==> src/core/pwp_map.svh <==
`ifndef PWP_MAP_SVH
`define PWP_MAP_SVH
// Register indices; the byte address is four times the index
`define PWP_IDX_POL 14'h1005
`define PWP_IDX_STAT 14'h1006
`define PWP_IDX_MASK 14'h1007
// Polarity control register field positions
`define PWP_POL_HIZ_BIT 7
`define PWP_POL_SEL_BIT 6
`define PWP_POL_AA_BIT 5
`define PWP_POL_AB_BIT 4
`define PWP_POL_BA_BIT 3
`define PWP_POL_BB_BIT 2
`define PWP_POL_CA_BIT 1
`define PWP_POL_CB_BIT 0
// Status and mask field positions (same layout)
`define PWP_IRQ_HI 7
`define PWP_IRQ_LO 3
`define PWP_IRQ_OVF 4
`define PWP_IRQ_BTM 3
`define PWP_IRQ_CMA 2
`define PWP_IRQ_CMB 1
`define PWP_IRQ_CMC 0
// Reset values
`define PWP_POL_RST 7'h00
`define PWP_STAT_RST 5'h00
`define PWP_MASK_RST 5'h00
// Level of a disabled B pin when the independent choice is selected
`define PWP_BDIS_LVL 1'b0
// Read padding
`define PWP_LOW_ZERO 3'h0
`define PWP_UPPER_ZERO 24'h00_0000
`endif

==> src/core/pwp_pkg.sv <==
`default_nettype none
package pwp_pkg;
  // One bit per output pin
  typedef struct packed {
    logic phase_a_main_pin;
    logic phase_a_comp_pin;
    logic phase_b_main_pin;
    logic phase_b_comp_pin;
    logic phase_c_main_pin;
    logic phase_c_comp_pin;
  } pwp_pin_type;

  // Timer events, one-cycle pulses
  typedef struct packed {
    logic overflow;
    logic bottom;
    logic chan_a_match;
    logic chan_b_match;
    logic chan_c_match;
  } pwp_evt_type;

  // Raw duty waveform per phase, high during the duty part of a period
  typedef struct packed {
    logic phase_a;
    logic phase_b;
    logic phase_c;
  } pwp_wave_type;

  // Whole block state
  typedef struct packed {
    logic [6:0] pol;
    logic hiz;
    logic [4:0] stat;
    logic [4:0] mask;
    logic ack;
    logic [7:0] rdat;
    pwp_pin_type lvl;
    pwp_pin_type oe;
    logic irq;
  } pwp_state_type;
endpackage
`default_nettype wire

==> src/core/pwp_top.sv <==
// Overview of operation
// - Writing one releases high-impedance; bit self-clears.
// - B-side select zero: disabled B pins use own polarity.
// - Phase A comp: zero copies, one inverts main.
// - Phase C comp: zero copies, one inverts main.
// - Overflow sets sticky flag; write one clears.
// - Bottom in back-to-back sets flag; write-one clears.
// - Channel A match sets flag; write-one clears.
// - B match sets flag; write one clears.
// - C match sets flag; write one clears.
// - Overflow mask bit enables overflow interrupt.
// - Bottom mask bit enables bottom interrupt.
// - Channel A mask enables A match interrupt.
// - Channel B mask enables B match interrupt.
// - Channel C mask enables C interrupt; reset zero.
`default_nettype none
`include "pwp_map.svh"
module pwp_top #(
  parameter int ADR_W = 16
) (
  input wire logic ref_clk_i,
  input wire logic nrst_i,
  input wire logic wb_cyc_i,
  input wire logic wb_stb_i,
  input wire logic wb_we_i,
  input wire logic [ADR_W-1:0] wb_adr_i,
  input wire logic [3:0] wb_sel_i,
  input wire logic [31:0] wb_dat_i,
  output logic [31:0] wb_dat_o,
  output logic wb_ack_o,
  input wire pwp_pkg::pwp_wave_type wave_i,
  input wire pwp_pkg::pwp_pin_type pin_en_i,
  input wire logic hiz_req_i,
  input wire logic btb_mode_i,
  input wire pwp_pkg::pwp_evt_type evt_i,
  output pwp_pkg::pwp_pin_type pin_lvl_o,
  output pwp_pkg::pwp_pin_type pin_oe_o,
  output logic irq_o
);
  import pwp_pkg::*;

  // Refuse address buses too narrow for the register indices
  if (ADR_W < 16) begin : g_chk
    $error("pwp_top: ADR_W must be at least 16");
  end

  localparam pwp_state_type RST_STATE = '{
    pol: `PWP_POL_RST,
    hiz: 1'b0,
    stat: `PWP_STAT_RST,
    mask: `PWP_MASK_RST,
    ack: 1'b0,
    rdat: 8'h00,
    lvl: '0,
    oe: '0,
    irq: 1'b0
  };

  // Register index match on a byte address
  function automatic logic hit(input logic [15:0] adr, input logic [13:0] idx);
    hit = (adr[15:2] == idx);
  endfunction

  // Main pin level from enable, raw wave and polarity
  function automatic logic main_lvl(input logic en, input logic w, input logic pol);
    main_lvl = en ? (w ^ pol) : pol;
  endfunction

  // Complementary pin level from main level, inversion and disabled choice
  function automatic logic comp_lvl(input logic en, input logic m, input logic inv,
                                    input logic sel);
    if (en) begin
      comp_lvl = m ^ inv;
    end else begin
      comp_lvl = sel ? `PWP_BDIS_LVL : inv;
    end
  endfunction

  pwp_state_type s_q;
  pwp_state_type s_d;
  logic req;
  logic wr;
  logic [15:0] adr;
  logic [4:0] ev;
  logic [4:0] clr;
  logic rel;
  logic sel;

  assign adr = wb_adr_i[15:0];
  assign req = wb_cyc_i & wb_stb_i;
  assign wr = req & s_q.ack & wb_we_i & wb_sel_i[0];
  assign sel = s_q.pol[`PWP_POL_SEL_BIT];

  // Event vector in status layout; bottom only counts in back-to-back mode
  assign ev = {evt_i.overflow, evt_i.bottom & btb_mode_i, evt_i.chan_a_match,
               evt_i.chan_b_match, evt_i.chan_c_match};

  // Write-one-to-clear strobes and high-impedance release
  assign clr = (wr && hit(adr, `PWP_IDX_STAT)) ? wb_dat_i[`PWP_IRQ_HI:`PWP_IRQ_LO] : 5'h00;
  assign rel = wr && hit(adr, `PWP_IDX_POL) && wb_dat_i[`PWP_POL_HIZ_BIT];

  // Next state
  always_comb begin
    s_d = s_q;
    // Bus answer: one-cycle ack, write committed in the ack cycle
    s_d.ack = req & ~s_q.ack;
    if (req & ~s_q.ack) begin
      if (hit(adr, `PWP_IDX_POL)) begin
        s_d.rdat = {1'b0, s_q.pol};
      end else if (hit(adr, `PWP_IDX_STAT)) begin
        s_d.rdat = {s_q.stat, `PWP_LOW_ZERO};
      end else if (hit(adr, `PWP_IDX_MASK)) begin
        s_d.rdat = {s_q.mask, `PWP_LOW_ZERO};
      end else begin
        s_d.rdat = 8'h00;
      end
    end
    if (wr && hit(adr, `PWP_IDX_POL)) begin
      s_d.pol = wb_dat_i[`PWP_POL_SEL_BIT:`PWP_POL_CB_BIT];
    end
    if (wr && hit(adr, `PWP_IDX_MASK)) begin
      s_d.mask = wb_dat_i[`PWP_IRQ_HI:`PWP_IRQ_LO];
    end
    // Sticky flags; a new event wins over a clear in the same cycle
    s_d.stat = (s_q.stat & ~clr) | ev;
    // High-impedance request wins over a release
    s_d.hiz = hiz_req_i | (s_q.hiz & ~rel);
    // Pin levels
    s_d.lvl.phase_a_main_pin = main_lvl(pin_en_i.phase_a_main_pin, wave_i.phase_a,
                                        s_q.pol[`PWP_POL_AA_BIT]);
    s_d.lvl.phase_b_main_pin = main_lvl(pin_en_i.phase_b_main_pin, wave_i.phase_b,
                                        s_q.pol[`PWP_POL_BA_BIT]);
    s_d.lvl.phase_c_main_pin = main_lvl(pin_en_i.phase_c_main_pin, wave_i.phase_c,
                                        s_q.pol[`PWP_POL_CA_BIT]);
    s_d.lvl.phase_a_comp_pin = comp_lvl(pin_en_i.phase_a_comp_pin,
                                        s_d.lvl.phase_a_main_pin,
                                        s_q.pol[`PWP_POL_AB_BIT], sel);
    s_d.lvl.phase_b_comp_pin = comp_lvl(pin_en_i.phase_b_comp_pin,
                                        s_d.lvl.phase_b_main_pin,
                                        s_q.pol[`PWP_POL_BB_BIT], sel);
    s_d.lvl.phase_c_comp_pin = comp_lvl(pin_en_i.phase_c_comp_pin,
                                        s_d.lvl.phase_c_main_pin,
                                        s_q.pol[`PWP_POL_CB_BIT], sel);
    // All six pins float while high impedance is held
    s_d.oe = s_d.hiz ? '0 : '1;
    // Interrupt from the next flags and mask
    s_d.irq = |(s_d.stat & s_d.mask);
  end

  // State register, synchronous reset
  always_ff @(posedge ref_clk_i) begin
    if (!nrst_i) begin
      s_q <= RST_STATE;
    end else begin
      s_q <= s_d;
    end
  end

  // Outputs straight from the state register
  assign wb_dat_o = {`PWP_UPPER_ZERO, s_q.rdat};
  assign wb_ack_o = s_q.ack;
  assign pin_lvl_o = s_q.lvl;
  assign pin_oe_o = s_q.oe;
  assign irq_o = s_q.irq;
endmodule
`default_nettype wire

==> config.mk <==
export PLATFORM = sky130hd
export DESIGN_NAME = pwp_top
export DESIGN_NICKNAME = d
export VERILOG_FILES = /design/src/core/pwp_pkg.sv /design/src/core/pwp_top.sv
export VERILOG_INCLUDE_DIRS = /design/src /design/src/core
export SDC_FILE = /design/constraint.sdc
export NUM_CORES = 1
export LEC_CHECK = 0
export BUFFER_PORTS_ARGS = -buffer_cell sky130_fd_sc_hd__buf_2
export CORE_MARGIN = 4
export CORE_UTILIZATION = 40
export CTS_BUF_LIST = sky130_fd_sc_hd__clkbuf_4
export CTS_CLUSTER_DIAMETER = 30
export CTS_CLUSTER_SIZE = 20
export DETAILED_ROUTE_END_ITERATION = 16
export PLACE_DENSITY = 0.76
export SLEW_MARGIN = 20
export SYNTH_ARGS = -nofsm -noshare
export SYNTH_HDL_FRONTEND = slang
export SYNTH_SLANG_ARGS = --single-unit
export TNS_END_PERCENT = 20
==> constraint.sdc <==
create_clock -name ref_clk_i -period 2.7 [get_ports ref_clk_i]
set_input_delay 0.27 -clock ref_clk_i [delete_from_list [all_inputs] [get_ports ref_clk_i]]
set_output_delay 0.27 -clock ref_clk_i [all_outputs]
set_load 0.1 [all_outputs]
* Yosys cells after proc, flatten, opt, wreduce, memory -nomap -nowiden
Cells that the tools add are included.
** Cells by class
- Equality and inequality tests :: 3
- Mux-type cells :: 15
- Bitwise gates (word level) :: 20
- Reductions and logical operators :: 5
** Operators with widths (number)
- $eq A14 B13 Y1 const B :: 3
- $mux W8 :: 3
- $and A5 B5 Y5 :: 2
- $mux W5 :: 2
- $mux W1 :: 9
- $and A1 B1 Y1 :: 7
- $mux W6 :: 1
- $xor A1 B1 Y1 :: 6
- $not A5 Y5 :: 1
- $or A5 B5 Y5 :: 1
- $reduce_or A5 Y1 :: 1
- $logic_and A1 B1 Y1 :: 4
- $not A1 Y1 :: 2
- $or A1 B1 Y1 :: 1
** Storage, ports and cells
- Bits in registers :: 40
- Input bits :: 73
- Output and inout bits :: 46
- Logic and storage cells :: 62

* Depth between registers and ports, before layout
- Word-level depth :: 11
- Gate-level depth with buffers :: 7
- Mapped depth without buffers :: 6

* Least setup slack after synthesis
No wires, ideal clock.
- Kind :: reg2reg
- Start point :: register s_q (netlist bit wb_ack_o)
- End point :: register s_q (netlist bit irq_o)
- Library setup time :: 0.133 ns
- Arrival time :: 2.301 ns
- Required time :: 2.567 ns
- Setup slack :: 0.267 ns
- Stages on the path, launching flop included :: 7
- Path buffers :: 0
- Period minus slack after synthesis :: 2.433 ns
- Path through :: dfxtp_1 > and3_1 > nand3_4 > nor4_4 > mux2i_1 > o22a_1 > a41oi_2
** Between the ends
- Cells in the longest elaborated chain, start to end :: 10
** Ends and longest elaborated chain
- start, declared :: line pwp_top.sv:79 : pwp_state_type s_q;
- start signal, assigned :: line pwp_top.sv:153 : s_q <= RST_STATE;
- start signal, assigned :: line pwp_top.sv:155 : s_q <= s_d;
- $and A1 B1 Y1 (*) (3 in series) :: line pwp_top.sv:91 : assign wr = req & s_q.ack & wb_we_i & wb_sel_i[0];
- $logic_and A1 B1 Y1 :: line pwp_top.sv:99 : assign clr = (wr && hit(adr, `PWP_IDX_STAT)) ? wb_dat_i[`PWP_IRQ_HI:`PWP_IRQ_LO] : 5'h00;
- $mux W5 :: line pwp_top.sv:99
- $not A5 Y5 :: line pwp_top.sv:125 : s_d.stat = (s_q.stat & ~clr) | ev;
- $and A5 B5 Y5 :: line pwp_top.sv:125
- $or A5 B5 Y5 :: line pwp_top.sv:125
- $and A5 B5 Y5 (*) :: line pwp_top.sv:147 : s_d.irq = |(s_d.stat & s_d.mask);
- $reduce_or A5 Y1 (*) :: line pwp_top.sv:147
Every way passes the cells marked *; elsewhere a longest branch is shown, timed or not.
A chain may end at the register's enable or synchronous reset.

* Worst setup path in the final report
Ends and elaborated chain as after synthesis.

==> results.toml <==
[drt]
wire_per_inst_um = 12.3
ant_nets = 0
drt_iter0_markers = 49
num_vias = 1400
viasPerCell = 4.55
routed_wl_um = 3800
dr.pass1.iters = 4
route.detailed.drc = 0

[clock_network]
clock_latency_ns = 0.33
clock-root-buffer = "clkbuf_4"
cts-resized-gates = 0
post_cts.repair.setup_buffers = 0
clock-sinks = 35
cts-buffers-inserted = 5
clk_pin_slew_ns = 0.12
clk_path_buf_depth = 2
ctsHoldBuffers = 0
h-tree-depth = 2
cts_tree = "done"

[synth]
ys.flop_type = "dfxtp_1"
synth_area_leaders = "dfxtp_1, buf_4, mux2i_1"
async_flop_share_pct = 0
synthMostInstantiatedCell = "buf_4"
yosysUniqueCellTypes = 33
syn_avg_cell_area_sq_um = 9.11
synth_edf_count = 0
synth_common_cells = "buf_4, nor2_1, dfxtp_1"
ys_seq_area_share_pct = 37.2
synth-seq-cells = 35
synth_largest_area_cell = "dfxtp_1"
netlist_instances = 207
synth.top_cell.area_share_pct = 37.2
syn-cell-area_sq_mm = 0.00189
synth_warnings = 0

[global_routing]
grt_max_degree = 33
grt_overflow = 0
grt_pass1_vias = 1424
grt_usage_pct = 13.3
antenna_found_initial = 0
grt_pass1_wl_um = 6410

[timing]
relSlewSlack_pct = 34.8
rsz0062_at_grt = "no"
report.final.slew_viol_count = 0
setup_violations = 0
finalSetupTns_ns = 0
clock.fmax_mhz = 512
finClkSkew_ns = 0.00750
timing.final.crit_share_pct = 72.4
hold_violations = 0
min_period_ns = 1.95
worstMarginPinSlew_ns = 0.976

[place]
placed_area_sq_mm = 0.00203
gp_congestion = 0.768
detailed_place_hpwl_um = 3030
port_buffers = 65

[worst_setup_path]
cp_cell_sequence = "and3_1 -> nand3_4 -> nor4_4 -> mux2i_1 -> o22a_1 -> a41oi_2"
worstPathMaxFanout = 5
critPathRequiredTime_ns = 2.87
critPathCaptureType = "register"
cpPeakStageDelay_ns = 0.48
crit_type = "register to register"
critPathLaunchType = "register"
cp.arrival_ns = 2.13
slowest_stage = "nor4_4"

[floorplanning]
die_area_sq_mm = 0.00588
die_h_um = 76.7
placementRows = 24
start_util_pct = 42.4
io-pin-count = 119
die_w_um = 76.7
core_area_sq_mm = 0.00444

[finish]
nets = 328
area_growth_syn_to_layout_pct = 11.7
postLayoutCellArea_sq_mm = 0.00211
n_antenna_cell = 0
drive_gt1_share_pct = 32.4

[worst_hold_path]
hold_class = "primary input to register"

[run_status]
status = "complete, no violations"

[job]
drv_cap = 0

[pwr]
p_leak_nw = 0.959
irDropWorstVdd_v = 0.000245
power_density_mw_per_mm2 = 577
[layer usage]
| metal | up-vias | track usage [%] | routed length, um |
|---|---|---|---|
| met4 | 0 | 3.80 | 23 |
| li1 | 730 | - | - |
| met3 | 2 | 4.57 | 224 |
| met5 | - | 0 | 0 |
| met2 | 40 | 24.0 | 2000 |
| met1 | 628 | 14.8 | 1550 |
[through the flow]
| step | hold slack [ns] | utilization [%] | total power [mW] | setup slack, ns | cells |
|---|---|---|---|---|---|
| after floorplan | 0.388 | - | 0.829 | 0.267 | 230 |
| after global placement | 0.452 | 45.6 | 0.845 | 0.569 | 300 |
| after detailed placement | 0.475 | 45.6 | 0.847 | 0.554 | 300 |
| after CTS | 0.143 | 47.4 | 1.23 | 0.735 | 308 |
| after global routing | 0.130 | 47.4 | 1.27 | 0.585 | 308 |
| final | 0.153 | 47.4 | 1.22 | 0.746 | 308 |
[path summary, 6_finish.rpt]
kind,start,endpoint,slack (ns),cells after the start
worst min register to register,s_q[32]$_SDFF_PN0_,s_q[32]$_SDFF_PN0_,0.49,2
worst max-delay path,wb_ack_o$_SDFF_PN0_,irq_o$_SDFF_PN0_,0.75,6
worst min-delay path,hiz_req_i,s_q[32]$_SDFF_PN0_,0.15,3
worst max register to register,wb_ack_o$_SDFF_PN0_,irq_o$_SDFF_PN0_,0.75,6
[worst max-delay path: cells and delay by family, from the launching register on]
family,cells,cell delay (ns)
AO/OA/AOI/OAI,2,0.32
flip-flops,1,0.36
multiplexers,1,0.31
AND/OR/NAND/NOR,3,0.81
[cell usage in the layout, fill, tap and decap left out, drive strengths merged]
cell type / netlist / layout
buf: 45 / 67
nor2: 37 / 37
dfxtp: 35 / 35
conb: 1 / 24
mux2i: 17 / 17
a21oi: 13 / 13
nand2: 7 / 7
clkbuf: 4 / 5
a22oi: 4 / 4
nor3: 4 / 4
nor4: 4 / 4
nand3: 4 / 4
a21boi: 3 / 3
xor2: 3 / 3
o21ai: 3 / 3
nor3b: 3 / 3
o21bai: 3 / 3
inv: 2 / 3
clkinv: 1 / 2
nor4b: 2 / 2
and2: 2 / 2
o21a: 2 / 2
and3: 2 / 2
nor2b: 1 / 1
and4: 1 / 1
nand3b: 1 / 1
a32oi: 1 / 1
o22a: 1 / 1
a41oi: 1 / 1
bufinv: 0 / 1
[registers in the layout, indices dropped and copies added (netlist names)]
name	flops
pin_oe_o	1
irq_o	1
pin_lvl_o	6
wb_dat_o	8
wb_ack_o	1
s_q	18
[kinds of logic (layout without fill, tap and decap cells)]
group                  count (synthesis)  count (layout)  synth area share (%)
flip-flops                            35              35                  37.2
buffers and inverters                 52              78                  19.2
AND/OR/NAND/NOR                       68              68                  22.2
AO/OA/AOI/OAI                         31              31                  10.8
multiplexers                          17              17                  9.02
XOR/XNOR                               3               3                  1.39
other                                  1              24                 0.199
[report_power, final]
| group | leakage (nW) | switching (mW) | internal [mW] |
|---|---|---|---|
| combinational | 0.631 | 0.258 | 0.0464 |
| sequential | 0.285 | 0.00445 | 0.527 |
| clock | 0.0432 | 0.185 | 0.195 |
| total | 0.959 | 0.447 | 0.769 |
[layout make-up]
type                       count  area [sq um]
fill                         468          2340
inverter                       3          11.3
timing repair buffer          67           340
clock buffer                   5          37.5
multi-input combinational    143           910
tap                           52          65.1
clock inverter                 3          42.5
sequential                    35           701
Power figures use the tool's default switching activity.
